--- config.mk ---
export PLATFORM = sky130hd
export DESIGN_NAME = mbsc_state_ctrl
export DESIGN_NICKNAME = d
export VERILOG_FILES = /design/src/hw/mbsc_pkg.sv /design/src/hw/mbsc_hold_timer.sv /design/src/hw/mbsc_state_ctrl.sv
export SDC_FILE = /design/constraint.sdc
export NUM_CORES = 1
export LEC_CHECK = 0
export ABC_AREA = 1
export BUFFER_PORTS_ARGS = -buffer_cell sky130_fd_sc_hd__buf_4
export CELL_PAD_IN_SITES_DETAIL_PLACEMENT = 0
export CELL_PAD_IN_SITES_GLOBAL_PLACEMENT = 1
export CORE_AREA = 2 2 92 94
export CTS_CLUSTER_SIZE = 10
export DETAILED_ROUTE_END_ITERATION = 16
export DIE_AREA = 0 0 94 96
export PLACE_DENSITY_LB_ADDON = 0.1
export SETUP_SLACK_MARGIN = 0.05
export SLEW_MARGIN = 20
export SYNTH_ARGS = -nofsm -noshare
export SYNTH_HDL_FRONTEND = slang
export SYNTH_SLANG_ARGS = --single-unit
--- constraint.sdc ---
create_clock -name clk_in -period 2.3 [get_ports clk_in]
set_clock_uncertainty 0.1 [all_clocks]
set_input_delay 0.115 -clock clk_in [delete_from_list [all_inputs] [get_ports clk_in]]
set_output_delay 0.115 -clock clk_in [all_outputs]
set_load 0.02 [all_outputs]
--- src/hw/mbsc_pkg.sv ---
// constants and types for the maintenance board state controller
package mbsc_pkg;

  // ---------------------------------------------------------------
  // timing
  // ---------------------------------------------------------------
  localparam int unsigned CLK_PERIOD_NS   = 100;            // 10 MHz clock
  localparam int unsigned SW_HOLD_MS      = 3500;           // reset switch hold, 3.5 seconds
  localparam int unsigned SW_HOLD_CYCLES  = (SW_HOLD_MS * 1000000) / CLK_PERIOD_NS;  // least time
  localparam int unsigned SW_CNT_W        = 26;             // wide enough for the hold count

  // ---------------------------------------------------------------
  // escape sequence
  // ---------------------------------------------------------------
  localparam logic [7:0] CHAR_CTRL_C      = 8'h03;          // break character
  localparam logic [1:0] CTRL_C_NEEDED    = 2'h3;           // consecutive count to escape
  localparam logic [1:0] CTRL_C_RESET_VAL = 2'h0;           // count after reset

  // ---------------------------------------------------------------
  // operating states, one distinct code each
  // ---------------------------------------------------------------
  typedef enum logic [2:0] {
    MBSC_ST_SELFTEST = 3'b000,
    MBSC_ST_CHECK    = 3'b001,
    MBSC_ST_NORMAL   = 3'b010,
    MBSC_ST_INDEP    = 3'b011,
    MBSC_ST_WAIT_IND = 3'b100,
    MBSC_ST_DOWNLOAD = 3'b101,
    MBSC_ST_DISABLED = 3'b110
  } mbsc_state_e;

  // ---------------------------------------------------------------
  // self-test result encoding
  // ---------------------------------------------------------------
  typedef enum logic [1:0] {
    MBSC_BIST_PASS   = 2'b00,
    MBSC_BIST_MINOR  = 2'b01,
    MBSC_BIST_SEVERE = 2'b10,
    MBSC_BIST_HOSTRK = 2'b11
  } mbsc_bist_e;

  // reported state codes for the state query
  localparam logic [2:0] RPT_NORMAL       = 3'h0;
  localparam logic [2:0] RPT_INDEP        = 3'h1;
  localparam logic [2:0] RPT_NORMAL_IMP   = 3'h2;
  localparam logic [2:0] RPT_INDEP_IMP    = 3'h3;
  localparam logic [2:0] RPT_SELFTEST     = 3'h4;
  localparam logic [2:0] RPT_DOWNLOAD     = 3'h5;
  localparam logic [2:0] RPT_DISABLED     = 3'h6;

endpackage : mbsc_pkg

--- src/hw/mbsc_hold_timer.sv ---
// hold timer: pulses once a level has stood for a given number of cycles
`timescale 1ns/1ps
`default_nettype none
module mbsc_hold_timer
  import mbsc_pkg::*;
#(
  parameter int unsigned HOLD_CYCLES = SW_HOLD_CYCLES
) (
  // clock and reset
  input  wire logic clk_in,
  input  wire logic reset_in,
  // level watched
  input  wire logic level_in,
  // pulse when held long enough
  output logic      held_out
);

  // ---------------------------------------------------------------
  // state
  // ---------------------------------------------------------------
  typedef struct packed {
    logic [SW_CNT_W-1:0] cnt;    // cycles the level has stood
    logic                fired;  // one pulse per press
    logic                held;   // registered output
  } mbsc_hold_s;

  mbsc_hold_s st_r;   // current
  mbsc_hold_s st_nxt; // next

  // count while pressed; release rearms
  always_comb begin
    st_nxt      = st_r;
    st_nxt.held = 1'b0;
    if (!level_in) begin
      st_nxt.cnt   = '0;
      st_nxt.fired = 1'b0;
    end else if (!st_r.fired) begin
      if (st_r.cnt >= SW_CNT_W'(HOLD_CYCLES - 1)) begin
        st_nxt.held  = 1'b1;
        st_nxt.fired = 1'b1;
      end else begin
        st_nxt.cnt = st_r.cnt + SW_CNT_W'(1);
      end
    end
  end

  always_ff @(posedge clk_in) begin
    if (reset_in) begin
      st_r <= '0;
    end else begin
      st_r <= st_nxt;
    end
  end

  assign held_out = st_r.held;

endmodule : mbsc_hold_timer
`default_nettype wire

--- src/hw/mbsc_state_ctrl.sv ---
// operating-state controller of the maintenance board
`timescale 1ns/1ps
`default_nettype none
// What this block does
// - lesser self-test fault enters impaired, not disabled
// - impaired still acts as normal or independent
// - query reports combined impaired state, faults separately
// - severe or host-risk fault disables board, modem
// - three ctrl-c go independent, modem kept
// - exit in independent returns normal, drops modem
// - local independent waits for remote disconnect
// - any reset enters self-test then image check
// - intact image hands over, enters normal
// - corrupt image enters download until success
// - download for bad or older image, or on user update request
// - interrupted download leaves image marked corrupt
// - host utility accepted in normal, independent only
// - passing self-test proceeds to normal
// - reset switch held 3.5 s restarts self-test
module mbsc_state_ctrl
  import mbsc_pkg::*;
#(
  parameter int unsigned HOLD_CYCLES = SW_HOLD_CYCLES,   // reset switch hold, shorten in sim
  parameter int unsigned FAULT_W     = 8                 // hardware fault vector width
) (
  // clock and reset
  input  wire logic               clk_in,
  input  wire logic               reset_in,
  // reset sources
  input  wire logic               reset_switch_in,     // faceplate switch level
  input  wire logic               reset_cmd_in,        // reset command pulse
  // self-test
  input  wire logic               bist_done_in,        // result valid pulse
  input  wire logic [1:0]         bist_result_in,      // mbsc_bist_e code
  input  wire logic [FAULT_W-1:0] bist_faults_in,      // fault bits found
  // firmware image check
  input  wire logic               image_done_in,       // check result pulse
  input  wire logic               image_ok_in,         // image intact
  input  wire logic               image_older_in,      // older than platform copy
  input  wire logic               download_done_in,    // download finished
  input  wire logic               download_ok_in,      // download succeeded
  input  wire logic               download_req_in,     // user update request
  // remote terminal
  input  wire logic               rx_valid_in,         // character strobe
  input  wire logic [7:0]         rx_char_in,          // character
  input  wire logic               modem_connected_in,  // carrier present
  input  wire logic               exit_cmd_in,         // exit in independent
  // local console
  input  wire logic               local_indep_cmd_in,  // go independent
  // host utility
  input  wire logic               host_cmd_valid_in,   // host command offered
  // state and status
  output logic [2:0]              state_out,           // encoded state
  output logic                    impaired_out,        // impaired flag
  output logic [2:0]              state_query_out,     // combined report
  output logic [FAULT_W-1:0]      fault_query_out,     // current faults
  output logic                    image_corrupt_out,   // image marked corrupt
  output logic                    flash_write_out,     // rewriting flash
  output logic                    run_main_out,        // main software in control
  output logic                    modem_enable_out,    // modem powered
  output logic                    modem_hangup_out,    // drop call pulse
  output logic                    board_shutdown_out,  // board shut down
  output logic                    host_cmd_accept_out  // host command taken
);

  // ---------------------------------------------------------------
  // state record
  // ---------------------------------------------------------------
  typedef struct packed {
    mbsc_state_e        state;      // operating state
    logic               impaired;   // lesser fault seen
    logic [FAULT_W-1:0] faults;     // latched fault bits
    logic               corrupt;    // image marking
    logic [1:0]         ctrlc;      // consecutive ctrl-c count
    logic               hangup;     // drop call pulse
    logic               accept;     // host command accept pulse
    logic [2:0]         query;      // reported state
    logic               flash;      // rewriting flash
    logic               runm;       // main software in control
    logic               men;        // modem powered
    logic               shut;       // board shut down
  } mbsc_ctrl_s;

  mbsc_ctrl_s st_r;   // current
  mbsc_ctrl_s st_nxt; // next

  logic sw_held;      // switch held long enough

  // ---------------------------------------------------------------
  // reset switch hold timer
  // ---------------------------------------------------------------
  // long press detection
  mbsc_hold_timer #(
    .HOLD_CYCLES (HOLD_CYCLES)
  ) u_hold (
    .clk_in   (clk_in),
    .reset_in (reset_in),
    .level_in (reset_switch_in),
    .held_out (sw_held)
  );

  // ---------------------------------------------------------------
  // next state
  // ---------------------------------------------------------------
  always_comb begin
    st_nxt        = st_r;
    st_nxt.hangup = 1'b0;
    st_nxt.accept = 1'b0;
    // escape counting in normal only, so a half run never outlives a state change
    if (st_r.state != MBSC_ST_NORMAL) begin
      st_nxt.ctrlc = CTRL_C_RESET_VAL;
    end else if (rx_valid_in && rx_char_in == CHAR_CTRL_C) begin
      st_nxt.ctrlc = st_r.ctrlc + 2'h1;
    end else if (rx_valid_in) begin
      st_nxt.ctrlc = CTRL_C_RESET_VAL;
    end
    st_nxt.accept = host_cmd_valid_in &&
                    ((st_r.state == MBSC_ST_NORMAL) || (st_r.state == MBSC_ST_INDEP));
    unique case (st_r.state)
      MBSC_ST_SELFTEST: begin
        if (bist_done_in) begin
          st_nxt.faults = bist_faults_in;
          unique case (mbsc_bist_e'(bist_result_in))
            // pass goes on to image check, then normal
            MBSC_BIST_PASS:   st_nxt.state = MBSC_ST_CHECK;
            MBSC_BIST_MINOR: begin
              st_nxt.impaired = 1'b1;
              st_nxt.state    = MBSC_ST_CHECK;
            end
            MBSC_BIST_SEVERE: st_nxt.state = MBSC_ST_DISABLED;
            MBSC_BIST_HOSTRK: st_nxt.state = MBSC_ST_DISABLED;
          endcase
        end
      end
      MBSC_ST_CHECK: begin
        if (image_done_in) begin
          // download only for bad, older or marked-corrupt image
          if (!image_ok_in || image_older_in || st_r.corrupt) begin
            st_nxt.state = MBSC_ST_DOWNLOAD;
          end else begin
            st_nxt.state = MBSC_ST_NORMAL;
          end
        end
      end
      MBSC_ST_NORMAL: begin
        if (download_req_in) begin
          st_nxt.state = MBSC_ST_DOWNLOAD;
        // third ctrl-c enters independent, call kept
        end else if (rx_valid_in && rx_char_in == CHAR_CTRL_C &&
                     st_r.ctrlc == CTRL_C_NEEDED - 2'h1) begin
          st_nxt.state = MBSC_ST_INDEP;
          st_nxt.ctrlc = CTRL_C_RESET_VAL;
        // local request waits while a call is up
        end else if (local_indep_cmd_in) begin
          st_nxt.state = modem_connected_in ? MBSC_ST_WAIT_IND : MBSC_ST_INDEP;
        end
      end
      MBSC_ST_WAIT_IND: begin
        // enter once remote user hangs up
        if (!modem_connected_in) begin
          st_nxt.state = MBSC_ST_INDEP;
        end
      end
      MBSC_ST_INDEP: begin
        // exit: back to normal, drop call
        if (exit_cmd_in) begin
          st_nxt.state  = MBSC_ST_NORMAL;
          st_nxt.hangup = 1'b1;
        end
      end
      MBSC_ST_DOWNLOAD: begin
        st_nxt.corrupt = 1'b1;
        if (download_done_in && download_ok_in) begin
          st_nxt.corrupt = 1'b0;
          st_nxt.state   = MBSC_ST_NORMAL;
        end
      end
      MBSC_ST_DISABLED: begin
        // only a reset leaves this state
      end
      default: st_nxt.state = MBSC_ST_DISABLED;
    endcase
    // reset command or long press restarts self-test
    if (reset_cmd_in || sw_held) begin
      st_nxt.state    = MBSC_ST_SELFTEST;
      st_nxt.impaired = 1'b0;
      st_nxt.faults   = '0;
      st_nxt.ctrlc    = CTRL_C_RESET_VAL;
    end
    // status flags follow the next state
    st_nxt.flash = (st_nxt.state == MBSC_ST_DOWNLOAD);
    st_nxt.runm  = (st_nxt.state inside {MBSC_ST_NORMAL, MBSC_ST_INDEP, MBSC_ST_WAIT_IND});
    st_nxt.men   = (st_nxt.state != MBSC_ST_DISABLED);
    st_nxt.shut  = (st_nxt.state == MBSC_ST_DISABLED);
    // impaired reports as normal or independent
    unique case (st_nxt.state)
      MBSC_ST_NORMAL:   st_nxt.query = st_nxt.impaired ? RPT_NORMAL_IMP : RPT_NORMAL;
      MBSC_ST_WAIT_IND: st_nxt.query = st_nxt.impaired ? RPT_NORMAL_IMP : RPT_NORMAL;
      MBSC_ST_INDEP:    st_nxt.query = st_nxt.impaired ? RPT_INDEP_IMP : RPT_INDEP;
      MBSC_ST_DOWNLOAD: st_nxt.query = RPT_DOWNLOAD;
      MBSC_ST_DISABLED: st_nxt.query = RPT_DISABLED;
      default:          st_nxt.query = RPT_SELFTEST;
    endcase
  end

  // ---------------------------------------------------------------
  // register; corrupt marking kept across reset (nonvolatile)
  // ---------------------------------------------------------------
  // reset enters self-test
  // one encoded state, separate impaired flag
  always_ff @(posedge clk_in) begin
    if (reset_in) begin
      st_r.state    <= MBSC_ST_SELFTEST;
      st_r.impaired <= 1'b0;
      st_r.faults   <= '0;
      st_r.ctrlc    <= CTRL_C_RESET_VAL;
      st_r.hangup   <= 1'b0;
      st_r.accept   <= 1'b0;
      st_r.query    <= RPT_SELFTEST;
      st_r.flash    <= 1'b0;
      st_r.runm     <= 1'b0;
      st_r.men      <= 1'b1;
      st_r.shut     <= 1'b0;
      st_r.corrupt  <= st_nxt.corrupt;
    end else begin
      st_r <= st_nxt;
    end
  end

  // ---------------------------------------------------------------
  // outputs, all from the state register
  // ---------------------------------------------------------------
  assign state_out           = st_r.state;
  assign impaired_out        = st_r.impaired;
  assign state_query_out     = st_r.query;
  assign fault_query_out     = st_r.faults;
  assign image_corrupt_out   = st_r.corrupt;
  assign host_cmd_accept_out = st_r.accept;
  assign modem_hangup_out    = st_r.hangup;
  // status flags registered, no decode after the flops
  assign flash_write_out     = st_r.flash;
  assign run_main_out        = st_r.runm;
  assign modem_enable_out    = st_r.men;
  assign board_shutdown_out  = st_r.shut;
endmodule : mbsc_state_ctrl
`default_nettype wire

==> out/results.tsv <==
stage	metric	value	unit
timing	Peak Freq	516	MHz
clocking	Max Root-Sink Buffers	2	
clocking	hold buffer count at cts	13	
placement	port bufs	55	
clocking	Post-CTS Repair Setup Buffers	0	
pwr	P_int	0.00146	W
placement	Final Wtd Congestion	0.862	
timing	Setup WS post-layout	0.362	ns
global_route	largest net degree at the start of global routing	28	
timing	RSZ-0062 raised after global routing	no	
layout	diode count	0	
synthesis	Avg Cell Area, Syn	6.68	µm²
timing	count of pins over their slew limit	0	
clocking	CTS tree	done	
pwr	Pwr Total	0.00190	W
die	die area	0.00902	mm²
route	ANT nets after route	0	
die	row count	33	
clocking	number of CTS-inserted buffers	5	
placement	dpl hpwl	5.76	mm
clocking	clock net sink count	52	
timing	final worst path period share	84.3	%
route	vias post-DR	2877	
layout	nets	549	
route	DR vias/cell	4.65	
critical_path	CP required	2.44	ns
clocking	H-tree depth	2	
timing	Slew @ Worst Pin	0.512	ns
synthesis	Yosys cell types	29	
route	DRT Pass-1 Iters	5	
timing	WHS	0.0276	ns
pwr	static leakage	1.57	nW
die	Starting Density	37.9	%
synthesis	Syn Inst Count	457	
clocking	Root Buffer Master	clkbuf_8	
synthesis	Syn Nets	493	
synthesis	Seq/Total Area, Yosys	34.4	%
global_route	global-route wire length before repair	12.5	mm
route	Iter 0 DRT Violations	107	
synthesis	FF+latch count, synth	52	
timing	relative slew slack	65.8	%
pwr	clock network power share	39.4	%
global_route	vias in the first global route	2625	
worst_hold_path	type of the most critical hold path	in2reg	
layout	final core occ	46.0	%
timing	Setup Total Neg Slack	0	ns
pwr	peak supply drop	0.260	mV
route	DRC viols	0	
route	Routed Wire Length	7.68	mm
critical_path	worst path arrival time	2.08	ns
clocking	Reg clk slew, reported paths	0.10	ns
flow_run	maxcap violations	0	
placement	dpl ws	0.360	ns
global_route	Overall Global Routing Usage	17.6	%
die	I/O Pins	56	
die	Die X	94	µm
die	Die Y	96	µm
synthesis	YS warnings	0	
pwr	Net Sw Power	0.000444	W
global_route	total grt overflow	0	
synthesis	Mapped Area	0.00305	mm²
critical_path	crit end category	flip-flop	
layout	synth-to-layout area growth	21.4	%
status	status	complete, no violations	
pwr	fraction of power consumed by combinational cells	11.4	%
pwr	Sw Share	23.4	%
critical_path	worst-path fanout max	5	
global_route	initial antenna violation count	0	
clocking	post-CTS sizing	0	
pwr	PwrDens	513	mW/mm²
timing	Fin. Hold Viols	0	
layout	share of cells above drive strength 1	18.1	%
clocking	Worst-Skew Late Latency	0.31	ns
route	DR WL/cell	12.4	µm
critical_path	worst setup path class	reg2reg	
timing	crit path time final	1.94	ns
timing	Final Setup Violations	0	
pwr	Seq pwr share	49.2	%
critical_path	nature of the critical path startpoint	flip-flop	
die	core area	0.00805	mm²
[worst paths after layout]
| path | from | slack, ns | cells after the start | end |
|---|---|---|---|---|
| min | download_ok_in | 0.03 | 2 | image_corrupt_out |
| min reg2reg | st_r[9] | 0.37 | 1 | st_r[9] |
| max | u_hold.st_r[2] | 0.36 | 10 | u_hold.st_r[12] |
| max reg2reg | u_hold.st_r[2] | 0.36 | 10 | u_hold.st_r[12] |
[power groups by stage]
stage | combinational [W] | clock [W] | sequential (W)
after floorplan | 0.000121 | 0 | 0.000955
after global routing | 0.000242 | 0.000816 | 0.000937
after global placement | 0.000201 | 0 | 0.000955
after CTS | 0.000219 | 0.000774 | 0.000934
after detailed placement | 0.000201 | 0 | 0.000955
final | 0.000217 | 0.000749 | 0.000934
[synth_stat cells, drive strengths merged]
library cell,instances,area [µm²]
nand2,131,529
ha,2,25.0
nand3,30,168
clkbuf,2,7.51
inv,48,180
nand4,9,56.3
buf,19,161
nand3b,2,15.0
a211oi,1,7.51
xor2,18,158
a21oi,33,165
a41oi,1,8.76
nor2,82,368
a31oi,1,6.26
edfxtp,1,30.0
dfxtp,51,1020
o21ai,15,75.1
xnor2,3,26.3
nor3,8,45.0
[metal layers]
layer	GRT usage (%)	up-vias	wire length [µm]
li1	-	1538	-
met1	21.2	1269	3410
met2	32.8	63	3820
met3	3.29	7	372
met4	3.62	0	80
met5	0	-	0
[registers in the layout, summed over array words and instances, names as in the netlist]
name and flops:
fault_query_out 8, run_main_out 1, flash_write_out 1, st_r 2
state_out 3, image_corrupt_out 1, board_shutdown_out 1, state_query_out 3
u_hold.st_r 27, u_hold.held_out 1, modem_enable_out 1, impaired_out 1
host_cmd_accept_out 1, modem_hangup_out 1
[logic make-up (layout without fill, tap and decap cells)]
group / count (synthesis) / in the layout / synth area share [%]
DFF: 52 / 52 / 34.4
and+or+nand+nor: 262 / 262 / 38.7
xor gates and xnor gates: 21 / 21 / 6.02
adders and majority gates: 2 / 2 / 0.820
buffers and inverters: 69 / 126 / 11.4
AOI/OAI and AO/OA: 51 / 51 / 8.61
[metrics by stage]
stage	area [µm²]	instances
2_1_floorplan	3050	457
3_3_place_gp	3440	598
3_5_place_dp	3440	598
4_1_cts	3710	619
5_1_grt	3710	619
6_report	3710	619
[critical path: stages (launching register included)]
cell     delay, ns
dfxtp_1       0.42
ha_1          0.28
nand2_1       0.12
nor2_4        0.18
nand2_4       0.11
nor2_4        0.16
inv_2         0.05
nor2_1        0.11
xor2_1        0.16
nand2_1       0.07
a21oi_1       0.12
[placed cells by master, fill, tap and decap left out, drive strengths merged, types with 2 or more instances in the layout]
cell / instances
xnor2: 3
dlygate4sd3: 13
nand4: 9
nor3: 8
nand3b: 2
nand2: 131
ha: 2
o21ai: 15
xor2: 18
nand3: 30
inv: 48
dfxtp: 51
a21oi: 33
clkbuf: 6
buf: 57
nor2: 82
bufinv: 2
[area by class of cell]
class | instances | area (µm²)
inverter | 48 | 180
timing repair buffer | 70 | 558
multi-input combinational | 336 | 1650
tap | 105 | 131
sequential | 52 | 1050
fill | 851 | 4350
clock inverter | 2 | 60.1
clock buffer | 6 | 72.6
Power figures use the tool's default switching activity.
